**config.mk**
```make
export PLATFORM = sky130hd
export DESIGN_NAME = llrc_ctrl
export DESIGN_NICKNAME = d
export VERILOG_FILES = /design/src/rtl/llrc_pkg.sv /design/src/rtl/llrc_act_if.sv /design/src/rtl/llrc_action_seq.sv /design/src/rtl/llrc_ctrl.sv
export SDC_FILE = /design/constraint.sdc
export NUM_CORES = 1
export LEC_CHECK = 0
export BUFFER_PORTS_ARGS = -buffer_cell sky130_fd_sc_hd__buf_2
export CAP_MARGIN = 40
export CORE_ASPECT_RATIO = 0.9
export CORE_UTILIZATION = 40
export CTS_CLUSTER_DIAMETER = 60
export CTS_CLUSTER_SIZE = 24
export DETAILED_ROUTE_END_ITERATION = 10
export PLACE_DENSITY = 0.83
export SLEW_MARGIN = 10
export SYNTH_ARGS = -nofsm -noshare
export SYNTH_HDL_FRONTEND = slang
export SYNTH_SLANG_ARGS = --single-unit
export TNS_END_PERCENT = 20
```
**constraint.sdc**
```tcl
create_clock -name pclk -period 1.7 [get_ports pclk]
set_clock_uncertainty 0.15 [all_clocks]
set_input_delay 0.255 -clock pclk [delete_from_list [all_inputs] [get_ports pclk]]
set_output_delay 0.255 -clock pclk [all_outputs]
set_load 0.05 [all_outputs]
```
**src/rtl/llrc_pkg.sv**
```systemverilog
`default_nettype none
package llrc_pkg;
  // register map, byte addresses on the apb bus
  localparam logic [31:0] CTRL_ADDR = 32'h4000_0000;
  localparam logic [31:0] STAT_ADDR = 32'h4000_0004;

  // action bit positions in the control register
  localparam int unsigned CORE_RST_BIT = 31;
  localparam int unsigned TG_RST_BIT = 30;
  localparam int unsigned REG_RST_BIT = 29;
  localparam int unsigned RF_ABORT_BIT = 26;
  localparam int unsigned ADV_ABORT_BIT = 25;
  localparam int unsigned SCAN_ABORT_BIT = 24;

  // action channels, one pending flag each
  localparam int unsigned NUM_ACT = 6;
  localparam int unsigned CH_CORE = 0;
  localparam int unsigned CH_TG = 1;
  localparam int unsigned CH_REG = 2;
  localparam int unsigned CH_RF = 3;
  localparam int unsigned CH_ADV = 4;
  localparam int unsigned CH_SCAN = 5;

  // reset values and pulse length of the three soft resets
  localparam logic [31:0] REG_RESET = 32'h0000_0000;
  localparam logic [2:0] RST_PULSE_CYCLES = 3'h4;
  localparam logic [2:0] CNT_ZERO = 3'h0;
  localparam logic [2:0] CNT_LAST = 3'h1;

  // rf test abort sequencer
  typedef enum logic [2:0] {
    RF_IDLE = 3'b000,
    RF_TX_BYTE = 3'b001,
    RF_TX_CRC = 3'b010,
    RF_RX_PKT = 3'b011,
    RF_DONE = 3'b100
  } llrc_rf_state_e;
endpackage : llrc_pkg
`default_nettype wire

```
**src/rtl/llrc_act_if.sv**
```systemverilog
`default_nettype none
// carries action requests and completions between control and pending flags
interface llrc_act_if;
  logic [5:0] set;
  logic [5:0] done;
  logic [5:0] pend;
  modport ctrl (output set, output done, input pend);
  modport seq (input set, input done, output pend);
endinterface : llrc_act_if
`default_nettype wire

```
**src/rtl/llrc_action_seq.sv**
```systemverilog
`default_nettype none
// self-clearing action flags: set by a software write of 1, cleared by completion
module llrc_action_seq (
  input wire logic pclk,
  input wire logic presetn,
  input wire logic ce,
  llrc_act_if.seq act
);
  logic [5:0] pend_q;

  // one flag per action; a new set beats a completion in the same cycle
  for (genvar i = 0; i < 6; i++) begin : g_flag
    always_ff @(posedge pclk or negedge presetn) begin
      if (!presetn) begin
        pend_q[i] <= 1'b0;
      end else if (ce) begin
        if (act.set[i]) begin
          pend_q[i] <= 1'b1;
        end else if (act.done[i]) begin
          pend_q[i] <= 1'b0;
        end
      end
    end
  end

  assign act.pend = pend_q;
endmodule : llrc_action_seq
`default_nettype wire

```
**src/rtl/llrc_ctrl.sv**
```systemverilog
// Notes on behaviour
// - a write of 1 to bit 31 pulses the core soft reset, which leaves registers and timing generator alone.
// - a write of 1 to bit 30 pulses the reset of the timing generator only.
// - a write of 1 to bit 29 pulses the reset of the whole register block.
// - each action bit 31, 30, 29, 26, 25 and 24 falls back to 0 by itself once its action is over.
// - writing 0 to an action bit does nothing at all.
// - a write of 1 to bit 26 aborts the rf test that is running.
// - in continuous transmit the abort waits for the current byte to end, then emits the crc and stops.
// - in continuous receive the abort finishes the packet if an access address was seen, else stops at once, radio off.
// - a write of 1 to bit 25 ends the advertising event in progress.
// - a write of 1 to bit 24 ends the open scan window.
`default_nettype none
module llrc_ctrl (
  input wire logic pclk,
  input wire logic presetn,
  input wire logic ce,
  input wire logic psel,
  input wire logic penable,
  input wire logic pwrite,
  input wire logic [31:0] paddr,
  input wire logic [31:0] pwdata,
  input wire logic [3:0] pstrb,
  output logic [31:0] prdata,
  output logic pready,
  output logic pslverr,
  input wire logic cont_tx_active,
  input wire logic cont_rx_active,
  input wire logic tx_byte_done,
  input wire logic crc_done,
  input wire logic aa_detected,
  input wire logic rx_pkt_end,
  input wire logic adv_event_active,
  input wire logic scan_window_open,
  output logic core_soft_reset,
  output logic timing_gen_soft_reset,
  output logic reg_block_reset,
  output logic rf_test_a,
  output logic crc_emit,
  output logic radio_off,
  output logic advertising_abort,
  output logic scan_abort
);
  llrc_act_if act ();

  logic [31:0] prdata_q;
  logic pready_q;
  logic pslverr_q;
  logic access;
  logic hit_ctrl;
  logic hit_stat;
  logic wr_fire;
  logic [5:0] act_req;
  logic [5:0] done_d;
  logic [2:0] rst_q;
  logic [2:0] rst_cnt_q [3];
  logic [1:0] abort_q;
  logic [1:0] busy_in;
  llrc_pkg::llrc_rf_state_e rf_state_q;
  llrc_pkg::llrc_rf_state_e rf_state_d;
  logic crc_emit_q;
  logic radio_off_q;
  logic rf_test_a_q;

  llrc_action_seq u_seq (
    .pclk(pclk),
    .presetn(presetn),
    .ce(ce),
    .act(act)
  );

  // apb decode; one wait state so every answer comes from a flop
  assign access = psel && penable;
  assign hit_ctrl = (paddr == llrc_pkg::CTRL_ADDR);
  assign hit_stat = (paddr == llrc_pkg::STAT_ADDR);
  assign wr_fire = access && pready_q && pwrite && hit_ctrl && pstrb[3];

  // only ones start actions; a busy action ignores a repeat request
  assign act_req[llrc_pkg::CH_CORE] = pwdata[llrc_pkg::CORE_RST_BIT];
  assign act_req[llrc_pkg::CH_TG] = pwdata[llrc_pkg::TG_RST_BIT];
  assign act_req[llrc_pkg::CH_REG] = pwdata[llrc_pkg::REG_RST_BIT];
  assign act_req[llrc_pkg::CH_RF] = pwdata[llrc_pkg::RF_ABORT_BIT];
  assign act_req[llrc_pkg::CH_ADV] = pwdata[llrc_pkg::ADV_ABORT_BIT];
  assign act_req[llrc_pkg::CH_SCAN] = pwdata[llrc_pkg::SCAN_ABORT_BIT];
  assign act.set = wr_fire ? (act_req & ~act.pend) : 6'h00;
  assign act.done = done_d;

  // bus handshake and error on unmapped addresses
  always_ff @(posedge pclk or negedge presetn) begin
    if (!presetn) begin
      pready_q <= 1'b0;
      pslverr_q <= 1'b0;
    end else if (ce) begin
      pready_q <= access && !pready_q;
      pslverr_q <= access && !pready_q && !hit_ctrl && !hit_stat;
    end
  end

  // read data; reserved and unlisted bits stay zero
  always_ff @(posedge pclk or negedge presetn) begin
    if (!presetn) begin
      prdata_q <= llrc_pkg::REG_RESET;
    end else if (ce) begin
      if (access && !pready_q && !pwrite && hit_ctrl) begin
        prdata_q <= 32'h0000_0000;
        prdata_q[llrc_pkg::CORE_RST_BIT] <= act.pend[llrc_pkg::CH_CORE];
        prdata_q[llrc_pkg::TG_RST_BIT] <= act.pend[llrc_pkg::CH_TG];
        prdata_q[llrc_pkg::REG_RST_BIT] <= act.pend[llrc_pkg::CH_REG];
        prdata_q[llrc_pkg::RF_ABORT_BIT] <= act.pend[llrc_pkg::CH_RF];
        prdata_q[llrc_pkg::ADV_ABORT_BIT] <= act.pend[llrc_pkg::CH_ADV];
        prdata_q[llrc_pkg::SCAN_ABORT_BIT] <= act.pend[llrc_pkg::CH_SCAN];
      end else if (access && !pready_q && !pwrite && hit_stat) begin
        prdata_q <= {23'h00_0000, rf_state_q, scan_window_open, adv_event_active,
                     aa_detected, cont_rx_active, cont_tx_active, rf_test_a_q};
      end else if (!access) begin
        prdata_q <= 32'h0000_0000;
      end
    end
  end

  // three soft reset pulses of fixed length; bit falls with the pulse
  for (genvar k = 0; k < 3; k++) begin : g_rst
    always_ff @(posedge pclk or negedge presetn) begin
      if (!presetn) begin
        rst_q[k] <= 1'b0;
        rst_cnt_q[k] <= llrc_pkg::CNT_ZERO;
      end else if (ce) begin
        if (act.set[k]) begin
          rst_q[k] <= 1'b1;
          rst_cnt_q[k] <= llrc_pkg::RST_PULSE_CYCLES;
        end else if (rst_q[k] && rst_cnt_q[k] == llrc_pkg::CNT_LAST) begin
          rst_q[k] <= 1'b0;
          rst_cnt_q[k] <= llrc_pkg::CNT_ZERO;
        end else if (rst_q[k]) begin
          rst_cnt_q[k] <= rst_cnt_q[k] - 3'h1;
        end
      end
    end
    assign done_d[k] = rst_q[k] && (rst_cnt_q[k] == llrc_pkg::CNT_LAST);
  end

  // advertising and scan aborts hold until the core drops the activity
  assign busy_in = {scan_window_open, adv_event_active};
  for (genvar j = 0; j < 2; j++) begin : g_abort
    always_ff @(posedge pclk or negedge presetn) begin
      if (!presetn) begin
        abort_q[j] <= 1'b0;
      end else if (ce) begin
        if (act.set[llrc_pkg::CH_ADV + j]) begin
          abort_q[j] <= 1'b1;
        end else if (!busy_in[j]) begin
          abort_q[j] <= 1'b0;
        end
      end
    end
    // nothing open means nothing to end, so the bit clears at once
    assign done_d[llrc_pkg::CH_ADV + j] = abort_q[j] && !busy_in[j];
  end

  // rf test abort: pick the stop path from the running test mode
  always_comb begin
    rf_state_d = rf_state_q;
    case (rf_state_q)
      llrc_pkg::RF_IDLE: begin
        if (act.set[llrc_pkg::CH_RF]) begin
          if (cont_tx_active) begin
            rf_state_d = llrc_pkg::RF_TX_BYTE;
          end else if (cont_rx_active && aa_detected) begin
            rf_state_d = llrc_pkg::RF_RX_PKT;
          end else begin
            rf_state_d = llrc_pkg::RF_DONE;
          end
        end
      end
      llrc_pkg::RF_TX_BYTE: begin
        if (tx_byte_done) begin
          rf_state_d = llrc_pkg::RF_TX_CRC;
        end
      end
      llrc_pkg::RF_TX_CRC: begin
        if (crc_done) begin
          rf_state_d = llrc_pkg::RF_DONE;
        end
      end
      llrc_pkg::RF_RX_PKT: begin
        if (rx_pkt_end) begin
          rf_state_d = llrc_pkg::RF_DONE;
        end
      end
      llrc_pkg::RF_DONE: begin
        rf_state_d = llrc_pkg::RF_IDLE;
      end
      default: begin
        rf_state_d = llrc_pkg::RF_IDLE;
      end
    endcase
  end

  assign done_d[llrc_pkg::CH_RF] = (rf_state_q == llrc_pkg::RF_DONE);

  // rf sequencer state
  always_ff @(posedge pclk or negedge presetn) begin
    if (!presetn) begin
      rf_state_q <= llrc_pkg::RF_IDLE;
    end else if (ce) begin
      rf_state_q <= rf_state_d;
    end
  end

  // crc kick, one cycle after the byte in flight has gone out
  always_ff @(posedge pclk or negedge presetn) begin
    if (!presetn) begin
      crc_emit_q <= 1'b0;
    end else if (ce) begin
      crc_emit_q <= (rf_state_q == llrc_pkg::RF_TX_BYTE) && tx_byte_done;
    end
  end

  // radio off; receive without an access address is cut short, no packet to finish
  always_ff @(posedge pclk or negedge presetn) begin
    if (!presetn) begin
      radio_off_q <= 1'b0;
    end else if (ce) begin
      radio_off_q <= ((rf_state_q == llrc_pkg::RF_IDLE) && act.set[llrc_pkg::CH_RF] && !cont_tx_active
                      && cont_rx_active && !aa_detected)
                     || ((rf_state_q == llrc_pkg::RF_RX_PKT) && rx_pkt_end);
    end
  end

  // abort level to the packet controller, taken from the next state so it rises with the write
  always_ff @(posedge pclk or negedge presetn) begin
    if (!presetn) begin
      rf_test_a_q <= 1'b0;
    end else if (ce) begin
      rf_test_a_q <= (rf_state_d == llrc_pkg::RF_TX_BYTE) || (rf_state_d == llrc_pkg::RF_TX_CRC)
                     || (rf_state_d == llrc_pkg::RF_RX_PKT);
    end
  end

  // every output straight from a flop
  assign prdata = prdata_q;
  assign pready = pready_q;
  assign pslverr = pslverr_q;
  assign core_soft_reset = rst_q[llrc_pkg::CH_CORE];
  assign timing_gen_soft_reset = rst_q[llrc_pkg::CH_TG];
  assign reg_block_reset = rst_q[llrc_pkg::CH_REG];
  assign rf_test_a = rf_test_a_q;
  assign crc_emit = crc_emit_q;
  assign radio_off = radio_off_q;
  assign advertising_abort = abort_q[0];
  assign scan_abort = abort_q[1];
endmodule : llrc_ctrl
`default_nettype wire

```
Word-level counts from Yosys, hierarchy flattened. Cells that the tools add are included.

Eq/ne operators: 15. Bitwise logic cells: 2. Reduce and logical (&&, ||, !) cells: 56. Add/subtract/negate cells: 3. Mux-type cells: 36.

Operators by type and width (count): 32-bit two-way mux (3); 32-bit by 31-bit == test with 1-bit output, second input constant (2); 3-bit two-way mux (15); 2-bit AND reduction (12); 1-bit logical AND (23); 1-bit two-way mux (16); 3-bit by 1-bit == test with 1-bit output, second input constant (5); 3-bit by 2-bit == test with 1-bit output, second input constant (4); 3-bit case mux with 4 select lines (1); 2-bit nonzero test (6); 3-bit nonzero test (3); 3-bit by 1-bit subtractor with 3-bit output, second input constant (3); 1-bit zero test (8); 6-bit AND (1); 6-bit two-way mux (1); 6-bit inverter (1); 2-bit by 1-bit inequality test with 1-bit output, second input constant (2); 3-bit == test, second input constant (1); 3-bit zero test (1); 1-bit logical OR (3); 3-bit by 1-bit inequality test with 1-bit output, second input constant (1).

Output and inout bits: 42. Word-level logic and storage cells: 130. Input port bits: 82. Flip-flop bits (word level): 57.

Logic depth before layout (Yosys ltp). Gate-level depths: netlist (run 1).

Depth after elaboration: 11. Mapped depth: 7. Gate-level depth less buffers: 7.

Modules after synthesis. From an unflattened synthesis (run 1), not the netlist that was laid out.

Cell total of the unflattened synthesis: 244. Area total of the unflattened synthesis: 2463.6 um^2.

By module, submodules not included: llrc_ctrl (times used 1, area an instance 2224.6 um^2, cells each 225, seq. area each 925.9 um^2); llrc_action_seq (times used 1, area an instance 239.0 um^2, cells each 19, seq. area each 150.1 um^2).

Least setup slack after synthesis (run 1). Ideal clock, no wire load.

Path type: register -> register. Start: register pready_q (netlist: pready). End: register rst_cnt_q[6] (netlist name). Library setup time: 0.124 ns. Period minus slack after synthesis: 1.800 ns. Cell stages (with the launch flop): 5. Path slack: -0.100 ns. Data arrival time: 1.526 ns. Path buffers: 0. Data required time: 1.426 ns. Path through: dfrtp_1 -> nand3_1 -> nor3_4 -> a211oi_1 -> a211o_1.

Word-level cells in the longest chain between the ends: 7. Elaborated cells between the ends (all ways): 8. Classes of those cells: 2 x mux; 6 x reduce/logical.

RTL lines: start: declaration (RTL line llrc_ctrl.sv:46) `logic pready_q;`; start signal: assignment (RTL line llrc_ctrl.sv:93) `pready_q <= access && !pready_q;`; 1-bit logical AND * (4 in series) (RTL line llrc_ctrl.sv:75) `assign wr_fire = access && pready_q && pwrite && hit_ctrl && pstrb[3];`; 6-bit two-way mux * (RTL line llrc_ctrl.sv:84) `assign act.set = wr_fire ? (act_req & ~act.pend) : 6'h00;`; 3-bit nonzero test (no line); 2-bit AND reduction (no line); end signal: indexed assignment (RTL line llrc_ctrl.sv:125) `rst_cnt_q[k] <= llrc_pkg::CNT_ZERO;`; end signal: indexed assignment (RTL line llrc_ctrl.sv:129) `rst_cnt_q[k] <= llrc_pkg::RST_PULSE_CYCLES;`; end signal: indexed assignment (RTL line llrc_ctrl.sv:132) `rst_cnt_q[k] <= llrc_pkg::CNT_ZERO;`; end: declaration (RTL line llrc_ctrl.sv:55) `logic [2:0] rst_cnt_q [3];`.

Every way passes the cells marked *; elsewhere a longest branch is shown, timed or not. A chain may end at the register's enable or synchronous reset.

Final worst setup path (run 1).
Start: register rf_state_q[0]. End: register rf_state_q[1].

Word-level cells in the longest chain between the ends: 2. Elaborated cells between the ends (all ways): 5. Classes of those cells: 3 x eq/ne; 1 x mux; 1 x reduce/logical.

RTL lines: start: declaration (RTL line llrc_ctrl.sv:58) `llrc_pkg::llrc_rf_state_e rf_state_q;`; start signal: assignment (RTL line llrc_ctrl.sv:203) `rf_state_q <= llrc_pkg::RF_IDLE;`; start signal: assignment (RTL line llrc_ctrl.sv:205) `rf_state_q <= rf_state_d;`; 3-bit by 2-bit == test with 1-bit output (tied with other cells) (RTL line llrc_ctrl.sv:162) `case (rf_state_q)`; 3-bit case mux with 4 select lines * (RTL line llrc_ctrl.sv:162).

Marks and branches as above.

==> results of run 1 <==
[worst max path at each step]
stage / startpoint / to / slack [ns] / cells after the start
2_1_floorplan: paddr[13] / prdata[29]$_DFFE_PN0P_ / 0.01 / 6
3_3_place_gp: paddr[13] / rf_test_a$_DFFE_PN0P_ / -0.22 / 7
3_5_place_dp: paddr[1] / prdata[25]$_DFFE_PN0P_ / -0.24 / 6
4_1_cts: rf_state_q[1]$_DFFE_PN0P_ / rf_state_q[1]$_DFFE_PN0P_ / 0.005 / 4
5_1_grt: paddr[22] / rf_state_q[1]$_DFFE_PN0P_ / -0.03 / 7
6_report: rf_state_q[0]$_DFFE_PN0P_ / rf_state_q[1]$_DFFE_PN0P_ / 0.06 / 4
[timing repair]
action / CTS / global route
hold buffers: 1 / 0
setup buffers: 0 / 2
endpoints found under the hold margin: 19 / 0
endpoints found under the setup margin: 0 / 17
resized for setup: 0 / 3
[area by class of cell]
class	count	area, µm²
inverter	14	52.55
sequential	40	1003
multi-input combinational	151	1129
tap	67	83.83
clock buffer	6	82.58
clock inverter	2	10.01
fill	450	2417
timing repair buffer	98	570.5
[cell families (layout without fill, tap and decap cells)]
kind of cell	count (synthesis)	count (layout)	synth area share [%]
AOI/OAI and AO/OA	63	63	19.15
and+or+nand+nor	63	63	22.73
DFF	40	40	44.03
buffers and inverters	39	120	9.741
adders and majority gates	6	6	3.302
muxes	2	2	0.8806
other	1	17	0.1649
[flip-flops by register name, summed over array words and instances, names as in the netlist]
signal	count
u_seq.act.pend	5
rst_cnt_q	9
crc_emit	1
pslverr	1
scan_abort	1
rf_state_q	3
prdata	15
radio_off	1
pready	1
advertising_abort	1
core_soft_reset	1
rf_test_a	1
[synthesized netlist by cell type, types with 3 or more instances]
master and instances:
sky130_fd_sc_hd__buf_4 17, sky130_fd_sc_hd__ha_1 6, sky130_fd_sc_hd__a21o_1 4, sky130_fd_sc_hd__inv_1 14, sky130_fd_sc_hd__buf_2 3, sky130_fd_sc_hd__nor3_1 5
sky130_fd_sc_hd__nand2_1 7, sky130_fd_sc_hd__a21oi_1 11, sky130_fd_sc_hd__nor2_1 9, sky130_fd_sc_hd__o2bb2ai_1 3, sky130_fd_sc_hd__clkbuf_1 3, sky130_fd_sc_hd__a31oi_1 8
sky130_fd_sc_hd__nand3_1 9, sky130_fd_sc_hd__nor4_4 5, sky130_fd_sc_hd__nor2b_1 5, sky130_fd_sc_hd__dfrtp_1 40, sky130_fd_sc_hd__o21ai_1 5, sky130_fd_sc_hd__o21ai_0 8
sky130_fd_sc_hd__a22o_1 15, sky130_fd_sc_hd__and3_1 3
[power by group]
part | internal [W] | leakage [nW] | switching (W)
Sequential | 0.000972 | 0.526 | 0.0000226
Combinational | 0.000119 | 0.935 | 0.000262
Clock | 0.000324 | 0.0510 | 0.000330
[layer usage]
metal	track usage (%)	vias to the layer above
li1	-	945
met1	22.72	956
met2	31.67	52
met3	6.957	8
met4	3.968	0
met5	0	-
[metrics by stage]
step | setup TNS [ns] | instance area [µm²] | hold WS (ns)
4_1_cts | 0 | 2894 | 0.04783
6_report | 0 | 2932 | 0.05399
3_5_place_dp | -6.471 | 2791 | 0.08416
2_1_floorplan | 0 | 2344 | -0.1906
5_1_grt | -0.03362 | 2932 | 0.05416
3_3_place_gp | -5.512 | 2791 | 0.07718
[worst max-delay path: cells and delay by family (launching register included)]
family / cells / cell delay [ns]
simple gates: 1 / 0.50
flops: 1 / 0.46
compound gates: 3 / 0.45
==> results.yml, run 1 <==
placed_design:
  pre_cts_slack_ns: -0.2417
  post-place-cells: 367
  place_hpwl_um: 4108
  quantity_of_i_o_buffers_inserted_on_ports: 77
  gp_congestion: 0.8080
worst_setup_path:
  worst-r2r-cell-count: 4
  r2r_end: "rf_state_q[1]$_DFFE_PN0P_"
  cp_data_arrival_time_ns: 1.70
  worstSetupPathType: "register to register"
  r2r_setup_slack_ns: 0.06
  crit_chain: "or3b_2, a21oi_2, a31oi_1, a21oi_1"
  cp_slowest_stage_delay_ns: 0.50
  type_of_origin_of_the_critical_path: "register"
  cp_max_fo: 7
  crit-reg2reg-launch: "rf_state_q[0]$_DFFE_PN0P_"
  required_ns: 1.76
  worst_setup_path_end_kind: "register"
  slowest_stage: "sky130_fd_sc_hd__or3b_2"
grt:
  antenna_found_initial: 0
  grt_pass1_wl_um: 8369
  grt_start_max_net_pins: 22
  grt_overflow_total: 0
  grt_pass1_vias: 1868
  global_route.usage.total_pct: 18.76
logic_synthesis:
  sequential_area_share_after_synthesis_pct: 44.03
  synth-seq-cells: 40
  synthesis.yosys.warnings: 0
  synth-async-reset-ratio_pct: 100.0
  synth.top_cells.by_area: "sky130_fd_sc_hd__dfrtp_1, sky130_fd_sc_hd__a22o_1, sky130_fd_sc_hd__buf_4"
  synth_cell_type_count: 44
  post-synth-top-area-cell: "sky130_fd_sc_hd__dfrtp_1"
  number_of_instances_in_the_synthesized_netlist: 214
  synth_largest_type_area_fraction_pct: 44.03
  syn-mean-instance-area_um2: 10.62
  synth_flop_cell: "sky130_fd_sc_hd__dfrtp_1"
  synth_edf_count: 0
  synth_area_um2: 2273
routing:
  top_signal_layer_used: "met4"
  met2WireLength_um: 2767
  routed_via_density: 5.188
  postRouteWirelength_um: 5348
  route.detailed.drc: 0
  detailroute.wirelength.met3_um: 276
  firstDrtPassIters: 4
  routedLengthMet1_um: 2252
  final_antenna_violating_net_count: 0
  wl_per_cell_um: 14.15
  dr_total_vias: 1961
  drt_iter0_markers: 74
hold_path:
  min_delay_worst_endpoint: "scan_abort$_DFFE_PN0P_"
  worst_hold_startpoint: "pwdata[24]"
  whs_path_depth: 3
  worstHoldPathType: "primary input to register"
clocking:
  clockRootBuffer: "sky130_fd_sc_hd__clkbuf_8"
  cts-root-to-sink-buffers: 2
  clock-sinks: 40
  clock_latency_ns: 0.30
  cts_tree: "done"
  cts_htree_levels: 2
  numCtsBuffers: 5
  clock_slew_seen_by_the_registers_of_the_worst_setup_and_hold_paths_ns: 0.08
layout:
  layoutNonFillerInstCount: 378
  num-nets-final: 398
  layout_common_cells: "sky130_fd_sc_hd__buf_2, sky130_fd_sc_hd__dfrtp_1, sky130_fd_sc_hd__buf_4"
  fraction_of_final_layout_cells_with_drive_strength_greater_than_1_pct: 40.51
  syn2layout_area_growth_pct: 28.95
  num_antenna_cells: 0
  layout.cells.most_common: "sky130_fd_sc_hd__buf_2"
  finish.utilization_pct: 54.81
die:
  core_area_um2: 5349
  initial_utilization_pct: 42.50
  io_pins: 124
  rows: 25
  fp.dieW_um: 81.47
  die_area_um2: 5989
  die_y_extent_um: 73.52
timing:
  slew_viol_final: 0
  hold_viol: 0
  max_clock_freq_mhz: 608.9
  layout_worst_path_cycle_share_pct: 96.60
  setup-violations-final: 0
  setup_slack_ns: 0.05781
  setup_repair_after_global_routing_missed_its_margin: "true"
  post-route-min-period_ns: 1.642
pwr:
  power-per-cell-area_nw_per_um2: 692.0
  leakagePower_nw: 1.512
  vdd_ir_drop_max_mv: 0.3223
  total_power_w: 0.002029
outcome:
  outcome: "finished clean"
job:
  drv.max_cap_violation_count: 0
Power figures use the tool's default switching activity.
==> inputs of run 2 (changes only) <==
Clock period 1.7 ns to 1.5 ns, I/O delays scaled along.
==> run 2 against run 1 <==
Net effect: the run now ends with setup timing left; sequential power is 14% higher; global-route usage up 1.9 points; worst hold slack got worse by 0.047 ns; sequential cell count stayed put; combinational power grew 25%; utilization increased by 2.4 points; cell count increased by 0.53%; setup slack worse by 0.10 ns; die area is the same; first-iteration DRC count is 36% higher; total power up 23%; critical path type unchanged.
==> results.yml, run 2 (same netlist as run 1, synthesis figures left out) <==
outcome:
  outcome: "complete, but fails checks"
  violations: "setup timing"
worst_setup_path:
  worst-r2r-cell-count: 5
  type_of_origin_of_the_critical_path: "register"
  worstSetupPathType: "register to register"
  cp_max_fo: 14
  critical_path.startpoint: "pready$_DFFE_PN0P_"
  r2r_end: "rst_cnt_q[6]$_DFFE_PN0P_"
  required_ns: 1.53
  crit-reg2reg-launch: "pready$_DFFE_PN0P_"
  worst_setup_path_end_kind: "register"
  r2r_setup_slack_ns: -0.04
  cp_data_arrival_time_ns: 1.57
  cp-endpoint: "rst_cnt_q[6]$_DFFE_PN0P_"
die:
  initial_utilization_pct: 42.50
  io_pins: 124
  fp.dieW_um: 81.47
  rows: 25
  die_area_um2: 5989
  die_y_extent_um: 73.52
  core_area_um2: 5349
placed_design:
  gp_congestion: 0.8086
  pre_cts_slack_ns: -0.4325
  place_hpwl_um: 4161
  quantity_of_i_o_buffers_inserted_on_ports: 77
  post-place-cells: 368
grt:
  grt_overflow_total: 0
  grt_pass1_vias: 1980
  global_route.usage.total_pct: 20.66
  grt_start_max_net_pins: 33
  antenna_found_initial: 0
  grt_pass1_wl_um: 9197
layout:
  layoutNonFillerInstCount: 380
  syn2layout_area_growth_pct: 34.67
  num_antenna_cells: 0
  finish.utilization_pct: 57.24
  layout_common_cells: "sky130_fd_sc_hd__buf_2, sky130_fd_sc_hd__dfrtp_1, sky130_fd_sc_hd__buf_4"
  max_ffs_per_register: 15
  num-nets-final: 400
  fraction_of_final_layout_cells_with_drive_strength_greater_than_1_pct: 44.09
  layout.cells.most_common: "sky130_fd_sc_hd__buf_2"
  layout.filler_cells: 435
clocking:
  clock-sinks: 40
  clock_slew_seen_by_the_registers_of_the_worst_setup_and_hold_paths_ns: 0.08
  clock_latency_ns: 0.30
  numCtsBuffers: 5
  cts-root-to-sink-buffers: 2
  cts_tree: "done"
  cts_htree_levels: 2
  clockRootBuffer: "sky130_fd_sc_hd__clkbuf_8"
hold_path:
  worstHoldPathType: "primary input to register"
  worst_hold_startpoint: "ce"
routing:
  wl_per_cell_um: 15.14
  route.detailed.drc: 0
  firstDrtPassIters: 4
  postRouteWirelength_um: 5754
  drt_iter0_markers: 101
  dr_total_vias: 2026
  routed_via_density: 5.332
  final_antenna_violating_net_count: 0
timing:
  hold-worst-slack_ns: 0.006969
  post-route-min-period_ns: 1.542
  layout_worst_path_cycle_share_pct: 102.8
  hold_viol: 0
  slew_viol_final: 0
  setup-violations-final: 5
  max_clock_freq_mhz: 648.4
  setup_slack_ns: -0.04228
  setup_repair_after_global_routing_missed_its_margin: "true"
pwr:
  vdd_ir_drop_max_mv: 0.5844
  total_power_w: 0.002503
  leakagePower_nw: 1.534
  power-per-cell-area_nw_per_um2: 817.4
job:
  drv.max_cap_violation_count: 0
## run 2: changes by cell type in the layout (fill, tap and decap cells not counted), sizes merged
cell	delta
clkbuf	+1
a22oi	+1
buf	-1
bufinv	+1
## run 2: layout make-up
cell class                      count  area, µm²  share of cell area, %
Clock buffer                        5      68.82                  2.248
Multi-Input combinational cell    152       1197                  39.11
Clock inverter                      3      47.55                  1.553
Tap cell                           67      83.83                  2.738
Inverter                           14      52.55                  1.716
Sequential cell                    40       1003                  32.77
Timing Repair Buffer               99      608.1                  19.86
## run 2: power by group
part           switching [W]  internal (W)  leakage, nW
Combinational       0.000314      0.000164        0.950
Clock               0.000397      0.000501       0.0583
Sequential         0.0000256       0.00110        0.526
## run 2: what timing repair did
item,CTS,global route
hold buffers,1,0
resized for setup,7,14
cloned,1,0
setup endpoints to repair,23,38
hold endpoints to repair,13,0
buffers inserted,2,0
pin swaps,5,11
## run 2: routing by layer
layer	GRT usage, %	part of all wire, %	up-vias
met3	7.453	5.9	6
li1	-	-	950
met1	22.78	39	1010
met5	0	0	-
met2	36.57	54	60
met4	6.746	0.70	0
## run 2: critical path, stage by stage (launching register included)
cell and delay (ns):
sky130_fd_sc_hd__dfrtp_2 0.43, sky130_fd_sc_hd__nand3_2 0.13, sky130_fd_sc_hd__nor3_4 0.25, sky130_fd_sc_hd__buf_12 0.17, sky130_fd_sc_hd__a211oi_2 0.06, sky130_fd_sc_hd__a211o_1 0.23
## run 2: worst min-delay path by stage
stage / to / slack (ns) / cells past startpoint
after CTS: pslverr$_DFFE_PN0P_ / 0.002 / 2
after detailed placement: pslverr$_DFFE_PN0P_ / 0.008 / 1
after floorplan: advertising_abort$_DFFE_PN0P_ / -0.22 / 0
after global routing: pslverr$_DFFE_PN0P_ / 0.0002 / 2
final: pslverr$_DFFE_PN0P_ / 0.007 / 2
after global placement: pslverr$_DFFE_PN0P_ / 0.01 / 1
## run 2: per-stage QoR
step           instance area (µm²)  setup TNS, ns
2_1_floorplan                 2375         -2.789
3_3_place_gp                  2849         -9.666
3_5_place_dp                  2849         -11.78
4_1_cts                       3022        -0.1304
5_1_grt                       3062         -1.217
6_report                      3062        -0.1106
